**src/status_reporting_pkg.sv**
```systemverilog
package status_reporting_pkg;

  localparam int COND_W = 16;
  localparam int STD_W = 8;
  localparam int CMD_W = 5;

  // Command codes issued by the command parser.
  localparam logic [4:0] CMD_QCOND_RD = 5'h01;
  localparam logic [4:0] CMD_QEVENT_RD = 5'h02;
  localparam logic [4:0] CMD_QENABLE_WR = 5'h03;
  localparam logic [4:0] CMD_QENABLE_RD = 5'h04;
  localparam logic [4:0] CMD_SEVENT_RD = 5'h05;
  localparam logic [4:0] CMD_SENABLE_WR = 5'h06;
  localparam logic [4:0] CMD_SENABLE_RD = 5'h07;
  localparam logic [4:0] CMD_OCOND_RD = 5'h08;
  localparam logic [4:0] CMD_OEVENT_RD = 5'h09;
  localparam logic [4:0] CMD_OENABLE_WR = 5'h0A;
  localparam logic [4:0] CMD_OENABLE_RD = 5'h0B;
  localparam logic [4:0] CMD_STB_RD = 5'h0C;
  localparam logic [4:0] CMD_SRMASK_WR = 5'h0D;
  localparam logic [4:0] CMD_SRMASK_RD = 5'h0E;
  localparam logic [4:0] CMD_CLEAR_STATUS = 5'h0F;
  localparam logic [4:0] CMD_OPC = 5'h10;
  localparam logic [4:0] CMD_OPC_QUERY = 5'h11;
  localparam logic [4:0] CMD_SERIAL_POLL = 5'h12;

  // Questionable data bit positions.
  localparam int Q_TEMP = 4;
  localparam int Q_RES = 9;
  localparam int Q_LOW = 11;
  localparam int Q_HIGH = 12;

  // Standard event bit positions.
  localparam int E_OPC = 0;
  localparam int E_QUERY = 2;
  localparam int E_EXEC = 4;
  localparam int E_CMD = 5;
  localparam int E_PON = 7;

  // Operation bit positions.
  localparam int O_MEAS = 4;
  localparam int O_AVAIL = 8;

  // Status byte bit positions.
  localparam int S_QSUM = 3;
  localparam int S_MAV = 4;
  localparam int S_ESUM = 5;
  localparam int S_RQS = 6;
  localparam int S_OSUM = 7;

  localparam logic [15:0] ZERO16 = 16'h0000;
  localparam logic [7:0] ZERO8 = 8'h00;

endpackage : status_reporting_pkg

```
**src/status_reporting_service_request.sv**
```systemverilog
// Overview of operation
// - Set questionable bit 11 when limits on and result below lower limit.
// - Set questionable bit 12 when limits on and result above upper limit.
// - Reading questionable or operation event returns its value, then clears it.
// - Enable registers read and write; only enabled events feed summaries.
// - Standard bit 0 sets when pending operations finish after OPC.
// - Standard bit 2 sets on empty-queue read or lost response data.
// - Standard bit 4 sets on out-of-context or out-of-range command.
// - Standard bit 5 sets when parser cannot recognise a command line.
// - Standard bit 7 sets after power comes on.
// - Operation condition bit 4 is one while a measurement runs.
// - Operation bit 8 sets on initiated result, clears on fetch.
// - A newly set bit in status byte and mask sets RQS and SRQ; never on serial link.
// - Serial poll returns status byte with RQS, then clears RQS and SRQ.
// - Status bit 3 summarises enabled questionable events.
// - Status bit 4 shows queued response data; zero on serial link.
// - Status bit 5 summarises enabled standard events.
// - RQS reads one for first poll per new reason; clears if reason goes.
// - Query read of status byte shows MSS in bit 6.
// - Status bit 7 summarises enabled operation events.
// - Clear-status clears events, summaries and both OPC waiting states.
// - OPC arms a wait setting bit 0; serial link gives command error.
// - OPC query arms a wait queuing a one; serial link gives command error.
// - Questionable and operation event bits latch on condition rising edges until read or cleared.
`timescale 1ns/1ps
module status_reporting_service_request #(
  parameter int COND_W = status_reporting_pkg::COND_W,
  parameter int STD_W = status_reporting_pkg::STD_W
) (
  input wire logic core_clk,
  input wire logic nrst,
  input wire logic serial_link,
  input wire logic cmd_valid,
  input wire logic [4:0] cmd_code,
  input wire logic [15:0] cmd_data,
  input wire logic result_valid,
  input wire logic limit_enable,
  input wire logic below_lower,
  input wire logic above_upper,
  input wire logic temp_error,
  input wire logic res_error,
  input wire logic meas_busy,
  input wire logic meas_done_init,
  input wire logic fetch_done,
  input wire logic exec_error,
  input wire logic cmd_error,
  input wire logic query_error,
  input wire logic ops_pending,
  input wire logic queue_has_data,
  output logic rsp_valid_r,
  output logic [15:0] rsp_data_r,
  output logic opc_push_r,
  output logic srq_r
);

  logic [COND_W-1:0] qcond_r;
  logic [COND_W-1:0] qcond_nxt;
  logic [COND_W-1:0] qevent_r;
  logic [COND_W-1:0] qevent_nxt;
  logic [COND_W-1:0] qenable_r;
  logic [COND_W-1:0] ocond_r;
  logic [COND_W-1:0] ocond_nxt;
  logic [COND_W-1:0] oevent_r;
  logic [COND_W-1:0] oevent_nxt;
  logic [COND_W-1:0] oenable_r;
  logic [STD_W-1:0] sevent_r;
  logic [STD_W-1:0] sevent_nxt;
  logic [STD_W-1:0] senable_r;
  logic [STD_W-1:0] srmask_r;
  logic [STD_W-1:0] svc_prev_r;
  logic meas_avail_r;
  logic pon_done_r;
  logic opc_cmd_wait_r;
  logic opc_qry_wait_r;

  function automatic logic is_cmd(input logic v, input logic [4:0] c,
                                  input logic [4:0] k);
    is_cmd = v && (c == k);
  endfunction : is_cmd

  wire rd_qcond = is_cmd(cmd_valid, cmd_code,
                         status_reporting_pkg::CMD_QCOND_RD);
  wire rd_qevent = is_cmd(cmd_valid, cmd_code,
                          status_reporting_pkg::CMD_QEVENT_RD);
  wire wr_qenable = is_cmd(cmd_valid, cmd_code,
                           status_reporting_pkg::CMD_QENABLE_WR);
  wire rd_qenable = is_cmd(cmd_valid, cmd_code,
                           status_reporting_pkg::CMD_QENABLE_RD);
  wire rd_sevent = is_cmd(cmd_valid, cmd_code,
                          status_reporting_pkg::CMD_SEVENT_RD);
  wire wr_senable = is_cmd(cmd_valid, cmd_code,
                           status_reporting_pkg::CMD_SENABLE_WR);
  wire rd_senable = is_cmd(cmd_valid, cmd_code,
                           status_reporting_pkg::CMD_SENABLE_RD);
  wire rd_ocond = is_cmd(cmd_valid, cmd_code,
                         status_reporting_pkg::CMD_OCOND_RD);
  wire rd_oevent = is_cmd(cmd_valid, cmd_code,
                          status_reporting_pkg::CMD_OEVENT_RD);
  wire wr_oenable = is_cmd(cmd_valid, cmd_code,
                           status_reporting_pkg::CMD_OENABLE_WR);
  wire rd_oenable = is_cmd(cmd_valid, cmd_code,
                           status_reporting_pkg::CMD_OENABLE_RD);
  wire rd_stb = is_cmd(cmd_valid, cmd_code,
                       status_reporting_pkg::CMD_STB_RD);
  wire wr_srmask = is_cmd(cmd_valid, cmd_code,
                          status_reporting_pkg::CMD_SRMASK_WR);
  wire rd_srmask = is_cmd(cmd_valid, cmd_code,
                          status_reporting_pkg::CMD_SRMASK_RD);
  wire clr_status = is_cmd(cmd_valid, cmd_code,
                           status_reporting_pkg::CMD_CLEAR_STATUS);
  wire opc_cmd = is_cmd(cmd_valid, cmd_code, status_reporting_pkg::CMD_OPC);
  wire opc_qry = is_cmd(cmd_valid, cmd_code,
                        status_reporting_pkg::CMD_OPC_QUERY);
  wire poll = is_cmd(cmd_valid, cmd_code,
                     status_reporting_pkg::CMD_SERIAL_POLL);

  // Conditions are refreshed when a new result arrives; limit bits need
  // the limit facility on.
  wire [COND_W-1:0] q_hit = COND_W'(
    ({{(COND_W-1){1'b0}}, limit_enable && below_lower}
      << status_reporting_pkg::Q_LOW) |
    ({{(COND_W-1){1'b0}}, limit_enable && above_upper}
      << status_reporting_pkg::Q_HIGH) |
    ({{(COND_W-1){1'b0}}, temp_error} << status_reporting_pkg::Q_TEMP) |
    ({{(COND_W-1){1'b0}}, res_error} << status_reporting_pkg::Q_RES));
  assign qcond_nxt = result_valid ? q_hit : qcond_r;

  // Measurement available sets on completion; a fetch in the same cycle
  // loses to the new completion.
  wire meas_avail_nxt = meas_done_init || (meas_avail_r && !fetch_done);
  assign ocond_nxt = COND_W'(
    ({{(COND_W-1){1'b0}}, meas_busy} << status_reporting_pkg::O_MEAS) |
    ({{(COND_W-1){1'b0}}, meas_avail_r} << status_reporting_pkg::O_AVAIL));

  wire [COND_W-1:0] q_rise = qcond_nxt & ~qcond_r;
  wire [COND_W-1:0] o_rise = ocond_nxt & ~ocond_r;

  // Clear on read or clear-status; a rising edge in the same cycle wins.
  assign qevent_nxt = (qevent_r & ~{COND_W{rd_qevent || clr_status}})
                      | q_rise;
  assign oevent_nxt = (oevent_r & ~{COND_W{rd_oevent || clr_status}})
                      | o_rise;

  wire opc_cmd_done = opc_cmd_wait_r && !ops_pending;
  wire opc_qry_done = opc_qry_wait_r && !ops_pending;
  wire opc_on_serial = (opc_cmd || opc_qry) && serial_link;
  wire [STD_W-1:0] s_set = STD_W'(
    ({{(STD_W-1){1'b0}}, opc_cmd_done && !serial_link}
      << status_reporting_pkg::E_OPC) |
    ({{(STD_W-1){1'b0}}, query_error}
      << status_reporting_pkg::E_QUERY) |
    ({{(STD_W-1){1'b0}}, exec_error} << status_reporting_pkg::E_EXEC) |
    ({{(STD_W-1){1'b0}}, cmd_error || opc_on_serial}
      << status_reporting_pkg::E_CMD) |
    ({{(STD_W-1){1'b0}}, !pon_done_r} << status_reporting_pkg::E_PON));
  assign sevent_nxt = (sevent_r & ~{STD_W{rd_sevent || clr_status}})
                      | s_set;

  wire qsum = |(qevent_r & qenable_r);
  wire esum = |(sevent_r & senable_r);
  wire osum = |(oevent_r & oenable_r);
  wire mav = queue_has_data && !serial_link;

  // Status byte without bit 6; bit 6 is filled per read path.
  wire [STD_W-1:0] stb_base = STD_W'(
    ({{(STD_W-1){1'b0}}, qsum} << status_reporting_pkg::S_QSUM) |
    ({{(STD_W-1){1'b0}}, mav} << status_reporting_pkg::S_MAV) |
    ({{(STD_W-1){1'b0}}, esum} << status_reporting_pkg::S_ESUM) |
    ({{(STD_W-1){1'b0}}, osum} << status_reporting_pkg::S_OSUM));
  wire [STD_W-1:0] svc_bits = stb_base & srmask_r;
  wire svc_any = |svc_bits;
  wire new_reason = |(svc_bits & ~svc_prev_r);
  wire mss = svc_any && !serial_link;

  // A new reason wins over a poll in the same cycle; RQS also drops when
  // every reason disappears.
  wire rqs_nxt = serial_link ? 1'b0 :
                 new_reason ? 1'b1 :
                 (poll || !svc_any) ? 1'b0 : srq_r;

  wire [STD_W-1:0] stb_poll = STD_W'(stb_base |
    ({{(STD_W-1){1'b0}}, srq_r} << status_reporting_pkg::S_RQS));
  wire [STD_W-1:0] stb_query = STD_W'(stb_base |
    ({{(STD_W-1){1'b0}}, mss} << status_reporting_pkg::S_RQS));

  wire rd_any = rd_qcond || rd_qevent || rd_qenable || rd_sevent ||
                rd_senable || rd_ocond || rd_oevent || rd_oenable ||
                rd_stb || rd_srmask || poll;
  wire [15:0] rd_val =
    rd_qcond ? 16'(qcond_r) :
    rd_qevent ? 16'(qevent_r) :
    rd_qenable ? 16'(qenable_r) :
    rd_sevent ? 16'(sevent_r) :
    rd_senable ? 16'(senable_r) :
    rd_ocond ? 16'(ocond_r) :
    rd_oevent ? 16'(oevent_r) :
    rd_oenable ? 16'(oenable_r) :
    rd_stb ? 16'(stb_query) :
    rd_srmask ? 16'(srmask_r) :
    poll ? 16'(stb_poll) : status_reporting_pkg::ZERO16;

  always_ff @(posedge core_clk)
  begin
    if (!nrst)
    begin
      qcond_r <= COND_W'(status_reporting_pkg::ZERO16);
      qevent_r <= COND_W'(status_reporting_pkg::ZERO16);
      ocond_r <= COND_W'(status_reporting_pkg::ZERO16);
      oevent_r <= COND_W'(status_reporting_pkg::ZERO16);
      sevent_r <= STD_W'(status_reporting_pkg::ZERO8);
      meas_avail_r <= 1'b0;
      pon_done_r <= 1'b0;
    end
    else
    begin
      qcond_r <= qcond_nxt;
      qevent_r <= qevent_nxt;
      ocond_r <= ocond_nxt;
      oevent_r <= oevent_nxt;
      sevent_r <= sevent_nxt;
      meas_avail_r <= meas_avail_nxt;
      pon_done_r <= 1'b1;
    end
  end

  always_ff @(posedge core_clk)
  begin
    if (!nrst)
    begin
      qenable_r <= COND_W'(status_reporting_pkg::ZERO16);
      oenable_r <= COND_W'(status_reporting_pkg::ZERO16);
      senable_r <= STD_W'(status_reporting_pkg::ZERO8);
      srmask_r <= STD_W'(status_reporting_pkg::ZERO8);
    end
    else
    begin
      if (wr_qenable)
        qenable_r <= COND_W'(cmd_data);
      if (wr_oenable)
        oenable_r <= COND_W'(cmd_data);
      if (wr_senable)
        senable_r <= STD_W'(cmd_data);
      if (wr_srmask)
        srmask_r <= STD_W'(cmd_data);
    end
  end

  // Operation-complete waits; clear-status returns both to idle.
  always_ff @(posedge core_clk)
  begin
    if (!nrst)
    begin
      opc_cmd_wait_r <= 1'b0;
      opc_qry_wait_r <= 1'b0;
      opc_push_r <= 1'b0;
    end
    else
    begin
      opc_cmd_wait_r <= !clr_status && ((opc_cmd && !serial_link) ||
                        (opc_cmd_wait_r && !opc_cmd_done));
      opc_qry_wait_r <= !clr_status && ((opc_qry && !serial_link) ||
                        (opc_qry_wait_r && !opc_qry_done));
      opc_push_r <= opc_qry_done && !clr_status;
    end
  end

  always_ff @(posedge core_clk)
  begin
    if (!nrst)
    begin
      svc_prev_r <= STD_W'(status_reporting_pkg::ZERO8);
      srq_r <= 1'b0;
      rsp_valid_r <= 1'b0;
      rsp_data_r <= status_reporting_pkg::ZERO16;
    end
    else
    begin
      svc_prev_r <= svc_bits;
      srq_r <= rqs_nxt;
      rsp_valid_r <= rd_any;
      rsp_data_r <= rd_val;
    end
  end
endmodule : status_reporting_service_request

```
**config.mk**
```make
export PLATFORM = sky130hd
export DESIGN_NAME = status_reporting_service_request
export DESIGN_NICKNAME = d
export VERILOG_FILES = /design/src/status_reporting_pkg.sv /design/src/status_reporting_service_request.sv
export SDC_FILE = /design/constraint.sdc
export NUM_CORES = 1
export LEC_CHECK = 0
export BUFFER_PORTS_ARGS = -buffer_cell sky130_fd_sc_hd__buf_2
export CAP_MARGIN = 20
export CORE_MARGIN = 2
export CORE_UTILIZATION = 54
export CTS_BUF_LIST = sky130_fd_sc_hd__clkbuf_16
export CTS_CLUSTER_SIZE = 10
export DETAILED_ROUTE_END_ITERATION = 7
export PLACE_DENSITY = 0.74
export SLEW_MARGIN = 20
export SYNTH_ARGS = -nofsm -noshare
export SYNTH_HDL_FRONTEND = slang
export SYNTH_SLANG_ARGS = --single-unit
```
**constraint.sdc**
```tcl
create_clock -name core_clk -period 2.4 [get_ports core_clk]
set_input_delay 0.24 -clock core_clk [delete_from_list [all_inputs] [get_ports core_clk]]
set_output_delay 0.24 -clock core_clk [all_outputs]
set_load 0.01 [all_outputs]
```
==> metrics.txt, run 1 <==
Worst Max-Slew Pin Slew about 1100 ps; final worst-path cycle share a little over nine tenths; CP Max Fanout 4; Startpoint Class register; Hold Path End ocond_r[4]$_SDFF_PN0_; CTS tree done; ratio of cells with drive above 1 in the final layout about 17%; pin count of the biggest net entering global routing 45; status completed; Crit Path Category reg -> reg; final setup margin 44.28 ps; r2r startpoint oevent_r[3]$_SDFF_PN0_; number of max-cap violations 0; Comb power frac between 5 and 6%; YS warnings 0; R2R setup slack 40 ps; ys async rst share 0%; HP Start meas_busy; clock latency on the worst-skew pair 420 ps; CTS max path bufs 2; initial antenna violation count 0; Achievable Freq 424.5 MHz; # rows 36; Detail Placement HPWL approximately 13000 um; PostCTS Resize Cnt 0; routed length on met2 around 8000 um; worst r2r path cells 6; Area Growth Syn to Fin 16.77%; Hold Path Class in -> reg; GRT overflow 0; DR vias ~5.0k; Net Switching around 1.2 mW; most common cell in the synthesized netlist dfxtp_1; initial core utilization ~55%; Hold Fails Final Rpt 0; DRC Markers 0; Num CTS Buffers 17; library cells used by synthesis 60; FF+latch count, synth between 100 and 150; GRT Total Usage around 32%; reg2reg end rsp_data_r[7]$_SDFF_PN0_; die height slightly above 100 um; top cells by area, synth dfxtp_1, a21oi_1, nand2_1, and2_1, nor2_1; CTS Hold Bufs 0; net count after synthesis roughly 650; Lkg Pwr approximately 2.4 nW; I/O pin count a little under 60; Placeable Area 9729 sq um; vias in the first global route between 4k and 5k; CP Capture Type register; Max-Slew Margin vs Limit 25.05%; root buf cell clkbuf_16; Yosys top cell by area dfxtp_1; first-pass GRT wire length 26440 um; DR top layer met4; port bufs 57; metal3 WL 1251 um; pre-CTS WS ~76 ps; worst IR drop on VDD 0.4721 mV; Routed WL per cell between 20 and 25 um; ANT cells 0; Max Clock Skew roughly 9 ps; Crit path required time about 2700 ps; Clk pwr share around 48%; Routed WL roughly 17000 um; drt pass-1 iters 5; post-route ant nets 0; worst hold path cell count 3; Worst-path clk slew roughly 60 ps; Avg Cell Area, Syn 8.842 sq um; CP arrival 2620 ps; RSZ-0062 raised after global routing no; Post-synth top cells dfxtp_1, nand2_1, a21oi_1; Min Hold Slack approximately 20 ps; final setup TNS 0 ps; Final #Nets ~700; via density per instance between 6 and 7; sequential area share after synthesis between 40 and 50%; # Post-CTS Setup Buffers 0; Mapped Cells ~600; pwr dens between 700 and 800 nW/um^2; fin crit period between 2000 and 2500 ps; Seq pwr share between 40% and 50%; Final Setup Violations 0; wire length on met1 roughly 7500 um; drt initial violations approximately 500; EDFF count, synth 0; Sink Count roughly 130; post-synth design cell area around 5400 sq um; ys flop type dfxtp_1; Int Power about 3.6 mW; Pins Over Slew Limit 0; switching share of power between 20 and 25%; Synth top area share 49.36%; htree depth 4; area of the die 10800 sq um; Final Wtd Congestion about 0.93; Die Wd 103.9 um
## registers in the layout, indices dropped and copies added (netlist names)
signal,flops
oenable_r,16
oevent_r,16
qcond_r,16
qenable_r,16
qevent_r,16
rsp_data_r,16
senable_r,8
sevent_r,8
srmask_r,8
svc_prev_r,4
ocond_r,2
meas_avail_r,1
opc_cmd_wait_r,1
opc_push_r,1
opc_qry_wait_r,1
pon_done_r,1
rsp_valid_r,1
srq_r,1
## placed cells by master (no fill, tap or decap), types with 5 or more instances in the layout
cell,synthesis,layout
buf_2,8,57
a222oi_1,9,9
dfxtp_1,133,133
inv_1,7,6
nand2b_1,8,8
nor3_1,5,5
a221oi_1,12,12
and2_1,29,29
o22ai_1,6,6
buf_4,5,12
mux2i_1,10,10
a22o_1,11,11
o21ai_0,13,13
nand3_1,17,17
a21oi_1,75,75
nand2_1,99,99
nor2b_1,5,5
a22oi_1,12,12
inv_6,0,5
clkbuf_16,0,17
nor2_1,40,40
and3_1,22,22
## per-layer routing
metal	track usage [%]	vias to the layer above
li1	-	2302
met1	42.46	2356
met2	51.69	261
met3	5.890	56
met4	13.51	0
met5	0	-
## worst max path at each step
stage	endpoint	cells after the start	startpoint
finish	rsp_data_r[7]$_SDFF_PN0_	6	oevent_r[3]$_SDFF_PN0_
global route	rsp_data_r[7]$_SDFF_PN0_	6	oevent_r[3]$_SDFF_PN0_
CTS	rsp_data_r[7]$_SDFF_PN0_	6	oevent_r[3]$_SDFF_PN0_
detailed placement	rsp_data_r[7]$_SDFF_PN0_	6	cmd_code[3]
global placement	rsp_data_r[7]$_SDFF_PN0_	6	cmd_code[3]
floorplan	rsp_data_r[5]$_SDFF_PN0_	9	cmd_valid
## logic make-up after synthesis
| logic type | synth area share (%) |
|---|---|
| AND/OR/NAND/NOR | 23.64 |
| AO/OA/AOI/OAI | 21.22 |
| flip-flops | 49.36 |
| buffers and inverters | 3.920 |
| multiplexers | 1.856 |
## layout make-up
type                    count  area (sq um)
flip-flops and latches    133          2663
clock buffers              17         425.4
inverters                   7         26.28
multi-input cells         433          2520
repair buffers             70         395.4
fillers                   847          3431
clock inverters            15         102.6
well taps                 133         166.4
## through the flow
| step | util [%] | cell area, sq um | total power, mW | std cells |
|---|---|---|---|---|
| 2_1_floorplan | - | 5394 | 2.440 | 610 |
| 3_3_place_gp | 59.31 | 5771 | 2.551 | 776 |
| 3_5_place_dp | 59.31 | 5771 | 2.553 | 776 |
| 4_1_cts | 64.74 | 6299 | 4.845 | 808 |
| 5_1_grt | 64.74 | 6299 | 4.980 | 808 |
| 6_report | 64.74 | 6299 | 4.845 | 808 |
## power groups by stage
stage                     combinational [mW]  clock (mW)  sequential (mW)
after floorplan                        0.139           0             2.30
after global placement                 0.240           0             2.31
after detailed placement               0.241           0             2.31
after CTS                              0.242        2.34             2.26
after global routing                   0.265        2.45             2.27
final                                  0.247        2.33             2.26
## worst max-delay path, cell delays in order (launching register included)
cell,delay [ps]
dfxtp_1,380
a22o_1,250
a221oi_1,270
and4_1,370
nor2_1,70
a2111oi_0,690
o32ai_1,170
Note: power is estimated with default switching activity, not from simulation.
==> inputs of run 2 (changes only) <==
REMOVE_ABC_BUFFERS = 1   (was default)
==> run 2 against run 1 <==
The run now ends with negative setup slack left. Clock-buffer cell count unchanged. Global-route usage increased by 0.93 points. Clock power increased by 9.0%. Utilization increased by 0.87 points. Die area unchanged. Hold slack improved by 16 ps. Sequential share of layout area decreased by 0.56 points. First-iteration DRC count decreased by 5.1%. Sequential power about the same. Flip-flop and latch count unchanged. Largest cell class unchanged. Highest routed layer unchanged.
==> metrics.txt, run 2 (synthesized netlist as in run 1, its figures left out) <==
# fillers around 870; ANT cells 0; Num CTS Buffers 17; Top delay family on crit path compound AO/OA/AOI/OAI gates; pwr dens 790.8 nW/um^2; root buf cell clkbuf_16; Crit path required time around 2700 ps; Lkg Pwr between 2 and 2.5 nW; drt initial violations 479; Comb power frac around 4.9%; Hold Fails Final Rpt 0; Final #Nets approximately 700; DRC Markers 0; GRT overflow 0; r2r startpoint oevent_r[6]$_SDFF_PN0_; Die Wd 103.9 um; crit path buf inv count 0; Detail Placement HPWL between 10000 and 15000 um; critical-path cell list a22o_1 > a221oi_1 > and4_1 > nor2_1 > a2111oi_1 > o32ai_1; die height approximately 100 um; Sink Count ~130; via density per instance 6.270; Routed WL approximately 17000 um; Achievable Freq 409.6 MHz; CTS tree done; R2R setup slack -40 ps; worst hold path cell count 2; Routed WL per cell 21.25 um; failing checks negative setup slack; Area Growth Syn to Fin 18.35%; Worst-path clk slew 60 ps; port bufs 57; Worst path max stage delay ~710 ps; Hold Path End opc_push_r$_SDFF_PN0_; Worst Max-Slew Pin Slew ~1100 ps; # Post-CTS Setup Buffers 0; htree depth 4; Int Power ~3.9 mW; drt pass-1 iters 6; Pins Over Slew Limit 0; most common cell after layout, fill and taps aside dfxtp_1; CP Max Fanout 4; reg2reg end rsp_data_r[7]$_SDFF_PN0_; initial antenna violation count 0; switching share of power 23.68%; Crit Path Category reg -> reg; worst r2r path cells 6; PostCTS Resize Cnt 0; Placeable Area slightly below 10000 sq um; initial core utilization between 50% and 60%; Max Clock Skew 7.318 ps; pin count of the biggest net entering global routing 70; CP Capture Type register; RSZ-0062 raised after global routing no; post-route ant nets 0; Clk pwr share 50.3%; GRT Total Usage between 30% and 40%; HP Start ops_pending; slowest CP cell a2111oi_1; Hold Path Class in -> reg; fin crit period ~2400 ps; area of the die roughly 11000 sq um; Startpoint Class register; final worst-path cycle share 101.7%; ratio of cells with drive above 1 in the final layout roughly 17%; Net Switching approximately 1.2 mW; CP arrival roughly 2700 ps; I/O pin count 58; final setup TNS -41.39 ps; CTS Hold Bufs 0; final setup margin -41.39 ps; worst IR drop on VDD ~0.62 mV; CTS max path bufs 2; DR vias 5091; clock latency on the worst-skew pair around 420 ps; Seq pwr share around 45%; Post-Place Cells 780; first-pass GRT wire length roughly 28000 um; number of max-cap violations 0; Final Wtd Congestion slightly above 0.9; vias in the first global route 4886; Max-Slew Margin vs Limit roughly a quarter; status finished with violations; # rows 36; Final Non-Filler Cells ~800; Final Setup Violations 1; most frequent cells in the layout dfxtp_1, nand2_1, a21oi_1
## run 2: cell count changes in the layout (fill, tap and decap cells not counted), sizes merged
cell      change
clkinvlp      -1
inv           -1
buf           +4
bufinv        +2
## run 2: worst register-to-register path, delay by kind of cell (launching register included)
family	cells	cell delay, ps
DFF	1	350
AOI/OAI and AO/OA	4	1450
and+or+nand+nor	2	470
## run 2: worst max path at each step
stage	startpoint	end	slack (ps)	cells after the start
after global routing	oevent_r[6]$_SDFF_PN0_	rsp_data_r[7]$_SDFF_PN0_	0.4	6
final	oevent_r[6]$_SDFF_PN0_	rsp_data_r[7]$_SDFF_PN0_	-40	6
after CTS	oevent_r[3]$_SDFF_PN0_	rsp_data_r[7]$_SDFF_PN0_	40	6
after detailed placement	cmd_code[3]	rsp_data_r[7]$_SDFF_PN0_	-70	6
after floorplan	nrst	qcond_r[0]$_SDFF_PN0_	340	3
after global placement	cmd_code[3]	rsp_data_r[7]$_SDFF_PN0_	-360	6
## run 2: layout make-up
type                            instances  area (sq um)  area share, %
Clock buffer                           17         425.4          6.664
Clock inverter                         15         156.4          2.450
Inverter                                7         26.28         0.4116
Multi-Input combinational cell        433          2521          39.49
Sequential cell                       133          2663          41.71
Tap cell                              133         166.4          2.607
Timing Repair Buffer                   74         425.4          6.664
## run 2: metrics by stage
stage	hold slack (ps)	utilization, %	setup WS, ps	total power, mW	area [sq um]
after CTS	21.89	65.61	42.43	5.063	6384
after global routing	46.22	65.61	0.3946	5.199	6384
after detailed placement	408.3	59.63	-71.81	2.551	5802
after global placement	391.4	59.62	-361.3	2.548	5801
after floorplan	267.7	-	342.1	2.408	5209
final	35.75	65.61	-41.39	5.048	6384
## run 2: power by group through the flow
| stage | clock, mW | combinational, mW | sequential (mW) |
|---|---|---|---|
| after detailed placement | 0 | 0.244 | 2.31 |
| after global routing | 2.67 | 0.270 | 2.26 |
| after CTS | 2.56 | 0.245 | 2.26 |
| after global placement | 0 | 0.240 | 2.31 |
| after floorplan | 0 | 0.107 | 2.30 |
| final | 2.54 | 0.249 | 2.26 |
## run 2: per-layer routing
| layer | vias to the layer above | part of all wire (%) | routed length (um) | GRT usage, % |
|---|---|---|---|---|
| met5 | - | 0 | 0 | 0 |
| met4 | 0 | 3.7 | 633 | 15.35 |
| met3 | 47 | 8.9 | 1537 | 7.393 |
| met2 | 279 | 47 | 8100 | 52.49 |
| met1 | 2453 | 40 | 6983 | 42.83 |
| li1 | 2312 | - | - | - |
